**src/shift_move_defines.svh**
```systemverilog
`ifndef SHIFT_MOVE_DEFINES_SVH
`define SHIFT_MOVE_DEFINES_SVH

`define OPR_ADDR_W      7
`define PTR_W           16
`define OFFS_W          6
`define DATA_W          8
`define BANK_W          6
`define DMEM_ADDR_W     13
`define WIN0_ADDR       7'h00
`define WIN1_ADDR       7'h01
`define ACC_RESET       8'h00
`define PTR_RESET       16'h0000
`define MM_PRE_INC      2'h0
`define MM_PRE_DEC      2'h1
`define MM_POST_INC     2'h2
`define MM_POST_DEC     2'h3

`endif

```
**src/shift_move_pkg.sv**
```systemverilog
package shift_move_pkg;

	typedef enum logic [2:0] {
		OP_NONE  = 3'h1,
		OP_SHIFT = 3'h2,
		OP_MOVE  = 3'h4
	} op_t;

	typedef enum logic [2:0] {
		ST_IDLE  = 3'h1,
		ST_READ  = 3'h2,
		ST_WRITE = 3'h4
	} state_t;

endpackage : shift_move_pkg

```
**src/ptr_step.sv**
```systemverilog
`timescale 1ns/1ps
`include "shift_move_defines.svh"

// Effective address and next pointer value for one indirect load
module ptr_step (
	// Pointer and mode
	input  wire logic [15:0] PTR,
	input  wire logic [1:0]  MODE,
	input  wire logic        REL,
	input  wire logic [5:0]  OFFSET,
	// Results
	output logic      [15:0] EFF_ADDR,
	output logic      [15:0] NEXT_PTR
);

	logic [15:0] inc;
	logic [15:0] dec;
	logic [15:0] offs_ext;

	// 16-bit adders wrap naturally at both ends
	assign inc      = PTR + 16'h0001;
	assign dec      = PTR - 16'h0001;
	assign offs_ext = {{10{OFFSET[5]}}, OFFSET};

	always_comb begin
		if (REL) begin
			EFF_ADDR = PTR + offs_ext;
			NEXT_PTR = PTR;
		end else begin
			unique case (MODE)
				`MM_PRE_INC: begin
					EFF_ADDR = inc;
					NEXT_PTR = inc;
				end
				`MM_PRE_DEC: begin
					EFF_ADDR = dec;
					NEXT_PTR = dec;
				end
				`MM_POST_INC: begin
					EFF_ADDR = PTR;
					NEXT_PTR = inc;
				end
				`MM_POST_DEC: begin
					EFF_ADDR = PTR;
					NEXT_PTR = dec;
				end
			endcase
		end
	end

endmodule : ptr_step

```
**src/shift_move_indirect_exec.sv**
```systemverilog
`timescale 1ns/1ps
`include "shift_move_defines.svh"

// Summary of operation
// - Right shift moves bits 7:1 to 6:0, bit 0 to carry, zero to bit 7.
// - Target 0 writes accumulator; target 1 writes back to operand register.
// - File move copies operand register unchanged to chosen target.
// - File move updates zero flag even when writing back in place.
// - Indirect load reads through pointer 0 or 1 into accumulator.
// - Effective address is pointer+1, pointer-1, pointer itself for post modes, or pointer plus signed offset.
// - Update code 00 pre-inc, 01 pre-dec, 10 post-inc, 11 post-dec.
// - Pointer ends +1 for increments, -1 for decrements, unchanged for offset.
// - Relative offset is signed, -32 to 31, added to pointer.
// - Window addresses have no storage; they redirect through their pointer.
// - Pointers are 16 bits and wrap at both ends.
// - Window access uses the current pointer value; the pointer is not stepped.
// - Pointer steps leave all status bits untouched.
module shift_move_indirect_exec (
	// Clock and reset
	input  wire logic        SYS_CLK,
	input  wire logic        RESET_N,
	// Instruction issue
	input  wire logic        SHIFT_REQ,
	input  wire logic        MOVE_REQ,
	input  wire logic        LOAD_REQ,
	input  wire logic [6:0]  OPERAND_ADDR,
	input  wire logic        TARGET_CHOICE,
	input  wire logic [5:0]  BANK_SELECT,
	input  wire logic        PTR_INDEX,
	input  wire logic [1:0]  POINTER_UPDATE_CODE,
	input  wire logic        REL_FORM,
	input  wire logic [5:0]  SIGNED_OFFSET,
	output logic             BUSY,
	output logic             DONE,
	// Pointer load from the core
	input  wire logic        PTR_WR,
	input  wire logic        PTR_WR_SEL,
	input  wire logic [15:0] PTR_WR_DATA,
	// Data memory
	output logic             MEM_RD,
	output logic             MEM_WR,
	output logic      [15:0] MEM_ADDR,
	output logic      [7:0]  MEM_WDATA,
	input  wire logic [7:0]  MEM_RDATA,
	// Architectural state
	output logic      [7:0]  ACC,
	output logic      [15:0] PTR0,
	output logic      [15:0] PTR1,
	output logic             ZERO_FLAG,
	output logic             CARRY_FLAG
);

	typedef struct packed {
		shift_move_pkg::state_t st;
		shift_move_pkg::op_t    op;
		logic                   tgt;
		logic                   load;
		logic [15:0]            addr;
		logic [15:0]            ptr0;
		logic [15:0]            ptr1;
		logic [7:0]             acc;
		logic                   zero;
		logic                   carry;
		logic                   rd;
		logic                   wr;
		logic [7:0]             wdata;
		logic                   done;
	} state_s_t;

	state_s_t s_q;
	state_s_t s_d;

	logic [15:0] sel_ptr;
	logic [15:0] eff_addr;
	logic [15:0] next_ptr;
	logic [15:0] direct_addr;
	logic [7:0]  result;
	logic        window_hit;
	logic        window_sel;
	logic [15:0] window_ptr;

	// Selected pointer for the load
	assign sel_ptr = PTR_INDEX ? s_q.ptr1 : s_q.ptr0;

	ptr_step u_ptr_step (
		.PTR      (sel_ptr),
		.MODE     (POINTER_UPDATE_CODE),
		.REL      (REL_FORM),
		.OFFSET   (SIGNED_OFFSET),
		.EFF_ADDR (eff_addr),
		.NEXT_PTR (next_ptr)
	);

	// Window addresses redirect through their pointer
	assign window_hit = (OPERAND_ADDR == `WIN0_ADDR) ||
		(OPERAND_ADDR == `WIN1_ADDR);
	assign window_sel = (OPERAND_ADDR == `WIN1_ADDR);
	assign window_ptr = window_sel ? s_q.ptr1 : s_q.ptr0;
	// Bank plus 7-bit offset
	assign direct_addr = {3'h0, BANK_SELECT, OPERAND_ADDR};

	always_comb begin
		s_d      = s_q;
		s_d.done = 1'b0;
		s_d.rd   = 1'b0;
		s_d.wr   = 1'b0;
		result   = 8'h00;
		unique case (s_q.st)
			shift_move_pkg::ST_IDLE: begin
				// Pointer writes from the core are ignored mid-instruction
				if (PTR_WR) begin
					if (PTR_WR_SEL)
						s_d.ptr1 = PTR_WR_DATA;
					else
						s_d.ptr0 = PTR_WR_DATA;
				end
				if (LOAD_REQ) begin
					s_d.load = 1'b1;
					s_d.op   = shift_move_pkg::OP_NONE;
					s_d.addr = eff_addr;
					// No flag is touched by the step
					if (PTR_INDEX)
						s_d.ptr1 = next_ptr;
					else
						s_d.ptr0 = next_ptr;
					s_d.rd = 1'b1;
					s_d.st = shift_move_pkg::ST_READ;
				end else if (SHIFT_REQ || MOVE_REQ) begin
					s_d.load = 1'b0;
					s_d.op   = SHIFT_REQ ? shift_move_pkg::OP_SHIFT :
						shift_move_pkg::OP_MOVE;
					s_d.tgt  = TARGET_CHOICE;
					s_d.addr = window_hit ? window_ptr : direct_addr;
					s_d.rd   = 1'b1;
					s_d.st   = shift_move_pkg::ST_READ;
				end
			end
			shift_move_pkg::ST_READ: begin
				if (s_q.load) begin
					s_d.acc  = MEM_RDATA;
					s_d.zero = (MEM_RDATA == 8'h00);
					s_d.done = 1'b1;
					s_d.st   = shift_move_pkg::ST_IDLE;
				end else begin
					if (s_q.op == shift_move_pkg::OP_SHIFT) begin
						result      = {1'b0, MEM_RDATA[7:1]};
						s_d.carry   = MEM_RDATA[0];
					end else begin
						result = MEM_RDATA;
					end
					s_d.zero = (result == 8'h00);
					if (s_q.tgt) begin
						s_d.wdata = result;
						s_d.wr    = 1'b1;
						s_d.st    = shift_move_pkg::ST_WRITE;
					end else begin
						s_d.acc  = result;
						s_d.done = 1'b1;
						s_d.st   = shift_move_pkg::ST_IDLE;
					end
				end
			end
			shift_move_pkg::ST_WRITE: begin
				s_d.done = 1'b1;
				s_d.st   = shift_move_pkg::ST_IDLE;
			end
			default: begin
				s_d.st = shift_move_pkg::ST_IDLE;
			end
		endcase
	end

	always_ff @(posedge SYS_CLK) begin
		if (!RESET_N) begin
			s_q.st    <= shift_move_pkg::ST_IDLE;
			s_q.op    <= shift_move_pkg::OP_NONE;
			s_q.tgt   <= 1'b0;
			s_q.load  <= 1'b0;
			s_q.addr  <= 16'h0000;
			s_q.ptr0  <= `PTR_RESET;
			s_q.ptr1  <= `PTR_RESET;
			s_q.acc   <= `ACC_RESET;
			s_q.zero  <= 1'b0;
			s_q.carry <= 1'b0;
			s_q.rd    <= 1'b0;
			s_q.wr    <= 1'b0;
			s_q.wdata <= 8'h00;
			s_q.done  <= 1'b0;
		end else begin
			s_q <= s_d;
		end
	end

	// Read data is taken in the same cycle the address is driven; memory is combinational
	assign BUSY       = (s_q.st != shift_move_pkg::ST_IDLE);
	assign DONE       = s_q.done;
	assign MEM_RD     = s_q.rd;
	assign MEM_WR     = s_q.wr;
	assign MEM_ADDR   = s_q.addr;
	assign MEM_WDATA  = s_q.wdata;
	assign ACC        = s_q.acc;
	assign PTR0       = s_q.ptr0;
	assign PTR1       = s_q.ptr1;
	assign ZERO_FLAG  = s_q.zero;
	assign CARRY_FLAG = s_q.carry;

endmodule : shift_move_indirect_exec

```
**config.mk**
```make
export PLATFORM = sky130hd
export DESIGN_NAME = shift_move_indirect_exec
export DESIGN_NICKNAME = d
export VERILOG_FILES = /design/src/shift_move_pkg.sv /design/src/ptr_step.sv /design/src/shift_move_indirect_exec.sv
export VERILOG_INCLUDE_DIRS = /design/src
export SDC_FILE = /design/constraint.sdc
export NUM_CORES = 1
export LEC_CHECK = 0
export ABC_AREA = 1
export CAP_MARGIN = 20
export CORE_ASPECT_RATIO = 1.5
export CORE_UTILIZATION = 60
export CTS_BUF_LIST = sky130_fd_sc_hd__clkbuf_2
export DETAILED_ROUTE_END_ITERATION = 8
export DONT_BUFFER_PORTS = 1
export PLACE_DENSITY_LB_ADDON = 0.12
export SETUP_SLACK_MARGIN = 0.15
export SLEW_MARGIN = 15
export SYNTH_ARGS = -nofsm -noshare
export SYNTH_HDL_FRONTEND = slang
export SYNTH_SLANG_ARGS = --single-unit
export TNS_END_PERCENT = 50
```
**constraint.sdc**
```tcl
create_clock -name SYS_CLK -period 2.95 [get_ports SYS_CLK]
set_input_delay 0.59 -clock SYS_CLK [delete_from_list [all_inputs] [get_ports SYS_CLK]]
set_output_delay 0.59 -clock SYS_CLK [all_outputs]
set_load 0.05 [all_outputs]
```
# == Yosys cells after proc, flatten, opt, wreduce, memory -nomap -nowiden ==
# Index checks and enable logic that the tools add are counted.
# Widths: inputs -> output; s select.
# totals
input_bits,55
ff_bits,77
word_cells,80
output_inout_bits,70
# classes
n_addsub,3
bitwise_logic,4
reduce_logical,17
muxes,31
eq_ne,11
# ops
operator,count
$mux 16,9
$mux 32,2
$pmux 16 s3,1
$mux 8,4
$pmux 16 s2,1
$mux 24,1
$mux 9,2
$mux 17,1
$add 16x1->16 const B,1
$add 16x16->16,1
$logic_not 8->1,2
$sub 16x1->16 const B,1
$mux 3,3
$reduce_and 3->1,3
$eq 7x1->1 const B,1
$logic_not 7->1,1
$eq 3x2->1 const B,2
$mux 6,1
$pmux 3 s2,1
$reduce_and 2->1,3
$reduce_or 2->1,3
$eq 2x2->1 const B,2
$mux 1,4
$not 1->1,4
11 further kinds,12

# == Depth between registers and ports, before layout ==
# depth
ltp_word,6
depth_mapped,20
ltp_nobuf,18

# == Modules after synthesis ==
# Synthesis repeated with hierarchy kept, for this count alone.
# unflattened
hier_cells,1197
hier_area_um2,7176.9
# modules_own_cells
mod,cells_per_inst,n_inst,area_per_inst_um2,seq_area_each_um2
shift_move_indirect_exec,665,1,4629.4,1541.5
ptr_step,532,1,2547.4,0.0

# == Worst setup path after synthesis ==
# Ideal clock, no wire load.
# synth_path
path_kind,input port to flip-flop
startpoint,in PTR_INDEX
endpoint,"reg s_q, in the netlist MEM_ADDR[8]"
setup_slack_ps,376
path_stages,17
setup_ps,70
arrival_time_ps,2504
n_path_buf,2
required_time_ps,2880
path_cell_list,buf_6 buf_8 nand2_1 o21ai_2 ha_1 fa_1 nand3_1 nand2_1 nand2_1 nand2_1 inv_1 o21ai_0 a21oi_1 o21ai_0 nand2_1 nand2_1 a21oi_1
# synth_between
elab_chain_len,5
word_cells_on_any_way,7
classes_between,3 x add/sub; 4 x mux
# synth_rtl
item,line,text
start: declaration,shift_move_indirect_exec.sv:29,"input wire logic PTR_INDEX,"
$mux 16 (*),shift_move_indirect_exec.sv:83,assign sel_ptr = PTR_INDEX ? s_q.ptr1 : s_q.ptr0;
$sub 16x1->16 or $add 16x1->16 (tied branches),"ptr_step.sv:22, ptr_step.sv:21",
$pmux 16 s3,ptr_step.sv:30,unique case (MODE)
$mux 16 (*),ptr_step.sv:26,if (REL) begin
$mux 17 (*),shift_move_indirect_exec.sv:117,if (LOAD_REQ) begin
end: declaration,shift_move_indirect_exec.sv:70,state_s_t s_q;
# Every way passes the cells marked *; elsewhere a longest branch is shown, timed or not.
# A chain may end at the register's enable or synchronous reset.

# == Worst setup path in the final report ==
# layout_path
startpoint,"reg s_q, in the netlist PTR0[5]"
endpoint,"reg s_q, in the netlist MEM_ADDR[13]"
# layout_between
elab_chain_len,5
word_cells_on_any_way,7
classes_between,3 x add/sub; 4 x mux
# layout_rtl
item,line
$mux 16 (*),shift_move_indirect_exec.sv:83
$sub 16x1->16 or $add 16x1->16 (tied branches),"ptr_step.sv:22, ptr_step.sv:21"
$pmux 16 s3,ptr_step.sv:30
$mux 16 (*),ptr_step.sv:26
$mux 17 (*),shift_move_indirect_exec.sv:117
# Marks and branches as above.

==> results.ini <==
[outcome]
run_status=finished with violations
violations=DRC

[logic_synthesis]
synth_cells=1221
total_nets_after_synthesis=1294
area_share_of_and_or_nand_nor_cells_after_synthesis=0.352
synth.ff_latch_count=77
synthDistinctLibCells=47
synth_compound_area_frac=0.225
synth.area.top_cells=sky130_fd_sc_hd__dfxtp_1 (21%), sky130_fd_sc_hd__nand2_1 (16%), sky130_fd_sc_hd__o21ai_0 (8.8%), sky130_fd_sc_hd__nand3_1 (7.0%), sky130_fd_sc_hd__buf_4 (6.5%)
synth_fa_ha_area_frac=0.0317
yosys.area.top_type_share=0.210
largest_family_of_logic_cells_by_synthesized_area=simple AND/OR/NAND/NOR gates
yosys-mux-area-fraction=0
synth_seq_area_share=0.210
mapped_avg_cell_area_um2=6.01
synthesis.area_um2=7340
synth_top_area_cell=sky130_fd_sc_hd__dfxtp_1
synthesis.yosys.warnings=0
synthXorXnorAreaFrac=0.0119

[worst_setup_path]
worst_path_dominant_cell_family=compound AO/OA/AOI/OAI gates
worstPathMaxFanout=8
timing.rr.end=MEM_ADDR[13]$_SDFFE_PN0P_
cp_num_cells=12
timing.critical_path.to=MEM_ADDR[13]$_SDFFE_PN0P_
crit_path_start=PTR0[5]$_SDFFE_PN0N_
crit_chain=inv_1 > o21ai_4 > ha_1 > inv_1 > o21ai_0 > a21oi_1 > or2_2 > nand3_1 > a21oi_1 > o21ai_0 > nand3_1 > a21oi_1
r2r_cells=12
slowest_stage=sky130_fd_sc_hd__dfxtp_1
critPathLaunchType=flip-flop
worstReg2RegStart=PTR0[5]$_SDFFE_PN0N_
max_stage_delay_ps=390
critPathKind=flip-flop to flip-flop
worst_setup_path_end_kind=flip-flop
crit_buf_inv=2
worst_path_most_repeated_cell=sky130_fd_sc_hd__a21oi_1
reg_to_reg_setup_timing_slack_ps=580
crit_arrival_ps=2920
required_ps=3500

[finish]
layout.core_utilization=0.609
synthToLayoutAreaGrowth_pct=-0.852
final_layout_size_suffix_gt1_frac=0.115
fin_nets=1244
final_cells=1330

[die]
die_x_um=92.3
floorplan.die.height_um=137
die-area_um2=12700
initial_core_util=0.614
placement_rows=49
pin_count=125
fp.coreArea_um2=12000

[global_route]
met2_usage_in_global_routing=0.654
gr-max-usage-layer=met2
grt_first_pass_wirelength_um=38300
grt.met1_usage=0.454
first_global_vias=7123
overflow=0
number_of_antenna_violations_at_the_first_check_in_global_routing=1
grt_max_degree=52
grt_use_met3=0.0822
track_usage=0.395

[cts]
postCtsSetupRepairBufs=0
worst_setup_hold_path_clk_slew_ps=270
hold_buffers=0
cts_htree_levels=3
tritoncts=built
clk_path_buf_depth=2
cts_inserted_buffers=9
insertion_delay_ps=590
clock_tree.root_cell=sky130_fd_sc_hd__clkbuf_2
clock-sinks=77
post_cts.resized_instances=0

[placement]
detailed_place_hpwl_um=19400
routability_driven_placement_congestion_ratio=0.987
port_buffers=0
post-place-cells=1313

[sta]
min_period_ps=2370
setup_viol=0
tightestPinTransition_ps=633
fin_worst_hold_slack_ps=77.3
achievable-frequency_mhz=423
timing.clock.skew_ps=39.1
drv_slew=0
grt_setup_unrepaired=false
layout_worst_path_cycle_share=0.802
tns_ps=0
relSlewSlack=0.574
hold_viol_final=0

[drt]
drt_wl_total_um=25200
drt_first_pass_iters=9
vias=8046
detail-route-antenna-nets=0
drc_violation_count_after_routing=3
initial_drc_count=859
detailed_route_wire_length_per_cell_um=18.9
drt-vias-per-instance=6.05

[power_and_ir_drop]
p_leak_uw=0.00338
vdd_ir_drop_max_v=0.000243
power-per-cell-area_nw_per_um2=515

[run]
maxCapViolCount=0

[hold_path]
worst_hold_path_type=input pin to flip-flop

[report_power, final]
part | total [uW] | switching (uW) | internal (uW)
Sequential | 1420 | 259 | 1160
Clock | 561 | 440 | 121
Combinational | 1770 | 1250 | 521
Total | 3750 | 1950 | 1800
[routing by layer]
layer  vias to the layer above  part of all wire
met3                       108              0.10
met5                         -                 0
met1                      3639              0.36
li1                       3863                 -
met2                       436              0.47
met4                         0             0.072
[metrics by stage]
step | setup slack (ps) | area [um2] | power (uW)
finish | 584 | 7280 | 3750
global route | 331 | 7280 | 3960
CTS | 603 | 7280 | 3700
detailed placement | 402 | 7180 | 3160
global placement | 417 | 7180 | 3150
floorplan | 376 | 7340 | 2860
[cell usage in the layout, fill, tap and decap left out, types with 5 or more instances in the layout]
cell and instances:
sky130_fd_sc_hd__nor2_2 11, sky130_fd_sc_hd__nand2_2 16, sky130_fd_sc_hd__a21oi_1 89, sky130_fd_sc_hd__nand2_4 5, sky130_fd_sc_hd__a31oi_1 8, sky130_fd_sc_hd__clkinv_1 6
sky130_fd_sc_hd__buf_4 52, sky130_fd_sc_hd__nor2_1 89, sky130_fd_sc_hd__nor3_1 11, sky130_fd_sc_hd__o211ai_1 25, sky130_fd_sc_hd__or2_2 6, sky130_fd_sc_hd__ha_1 17
sky130_fd_sc_hd__o21ai_0 129, sky130_fd_sc_hd__nand4_1 10, sky130_fd_sc_hd__o221ai_1 5, sky130_fd_sc_hd__o21ai_2 6, sky130_fd_sc_hd__nand3_1 102, sky130_fd_sc_hd__nand2_1 318
sky130_fd_sc_hd__inv_1 121, sky130_fd_sc_hd__dfxtp_1 77, sky130_fd_sc_hd__clkbuf_2 10, sky130_fd_sc_hd__xor2_1 7, sky130_fd_sc_hd__o21ai_1 9
[area by class of cell]
cell class / count / area (um2)
clock inverters: 6 / 45.0
repair buffers: 52 / 390
flip-flops and latches: 77 / 1540
diodes: 1 / 2.50
well taps: 153 / 191
clock buffers: 10 / 50.0
inverters: 131 / 497
fillers: 1246 / 4680
multi-input cells: 900 / 4560
[cells by family (layout without fill, tap and decap cells)]
family | count (synthesis) | after routing
buffers and inverters | 244 | 199
DFF | 77 | 77
and+or+nand+nor | 583 | 583
AOI/OAI and AO/OA | 289 | 289
xor gates and xnor gates | 10 | 10
other | 0 | 1
adders and majority gates | 18 | 18
[worst min-delay path by stage]
stage / startpoint / endpoint / slack (ps) / depth (start not counted)
6_report: RESET_N / s_q[71]$_SDFFE_PN1P_ / 80 / 1
3_3_place_gp: s_q[72]$_SDFFE_PN0P_ / s_q[72]$_SDFFE_PN0P_ / 450 / 2
5_1_grt: RESET_N / s_q[71]$_SDFFE_PN1P_ / 30 / 1
2_1_floorplan: s_q[72]$_SDFFE_PN0P_ / s_q[72]$_SDFFE_PN0P_ / 440 / 2
3_5_place_dp: s_q[72]$_SDFFE_PN0P_ / s_q[72]$_SDFFE_PN0P_ / 460 / 2
4_1_cts: RESET_N / s_q[71]$_SDFFE_PN1P_ / 40 / 1
[flip-flops by register name (all words and copies together) (netlist names)]
| register | count |
|---|---|
| PTR1 | 16 |
| CARRY_FLAG | 1 |
| DONE | 1 |
| MEM_ADDR | 16 |
| s_q | 8 |
| MEM_WR | 1 |
| PTR0 | 16 |
| MEM_WDATA | 8 |
| ACC | 8 |
| ZERO_FLAG | 1 |
| MEM_RD | 1 |
[cell usage after synthesis (all sizes together)]
| cell type | number |
|---|---|
| a211oi | 1 |
| a21oi | 93 |
| a221oi | 4 |
| a31oi | 8 |
| buf | 86 |
| clkbuf | 27 |
| clkinv | 5 |
| dfxtp | 77 |
| fa | 1 |
| ha | 17 |
| inv | 126 |
| nand2 | 339 |
| nand3 | 107 |
| nand3b | 2 |
| nand4 | 10 |
| nor2 | 104 |
| nor3 | 13 |
| nor4 | 1 |
| o2111ai | 1 |
| o211ai | 25 |
| o21ai | 148 |
| o221ai | 5 |
| o311ai | 1 |
| o31ai | 3 |
| or2 | 7 |
| xnor2 | 3 |
| xor2 | 7 |
No activity file was read; power rests on OpenSTA's default activity.
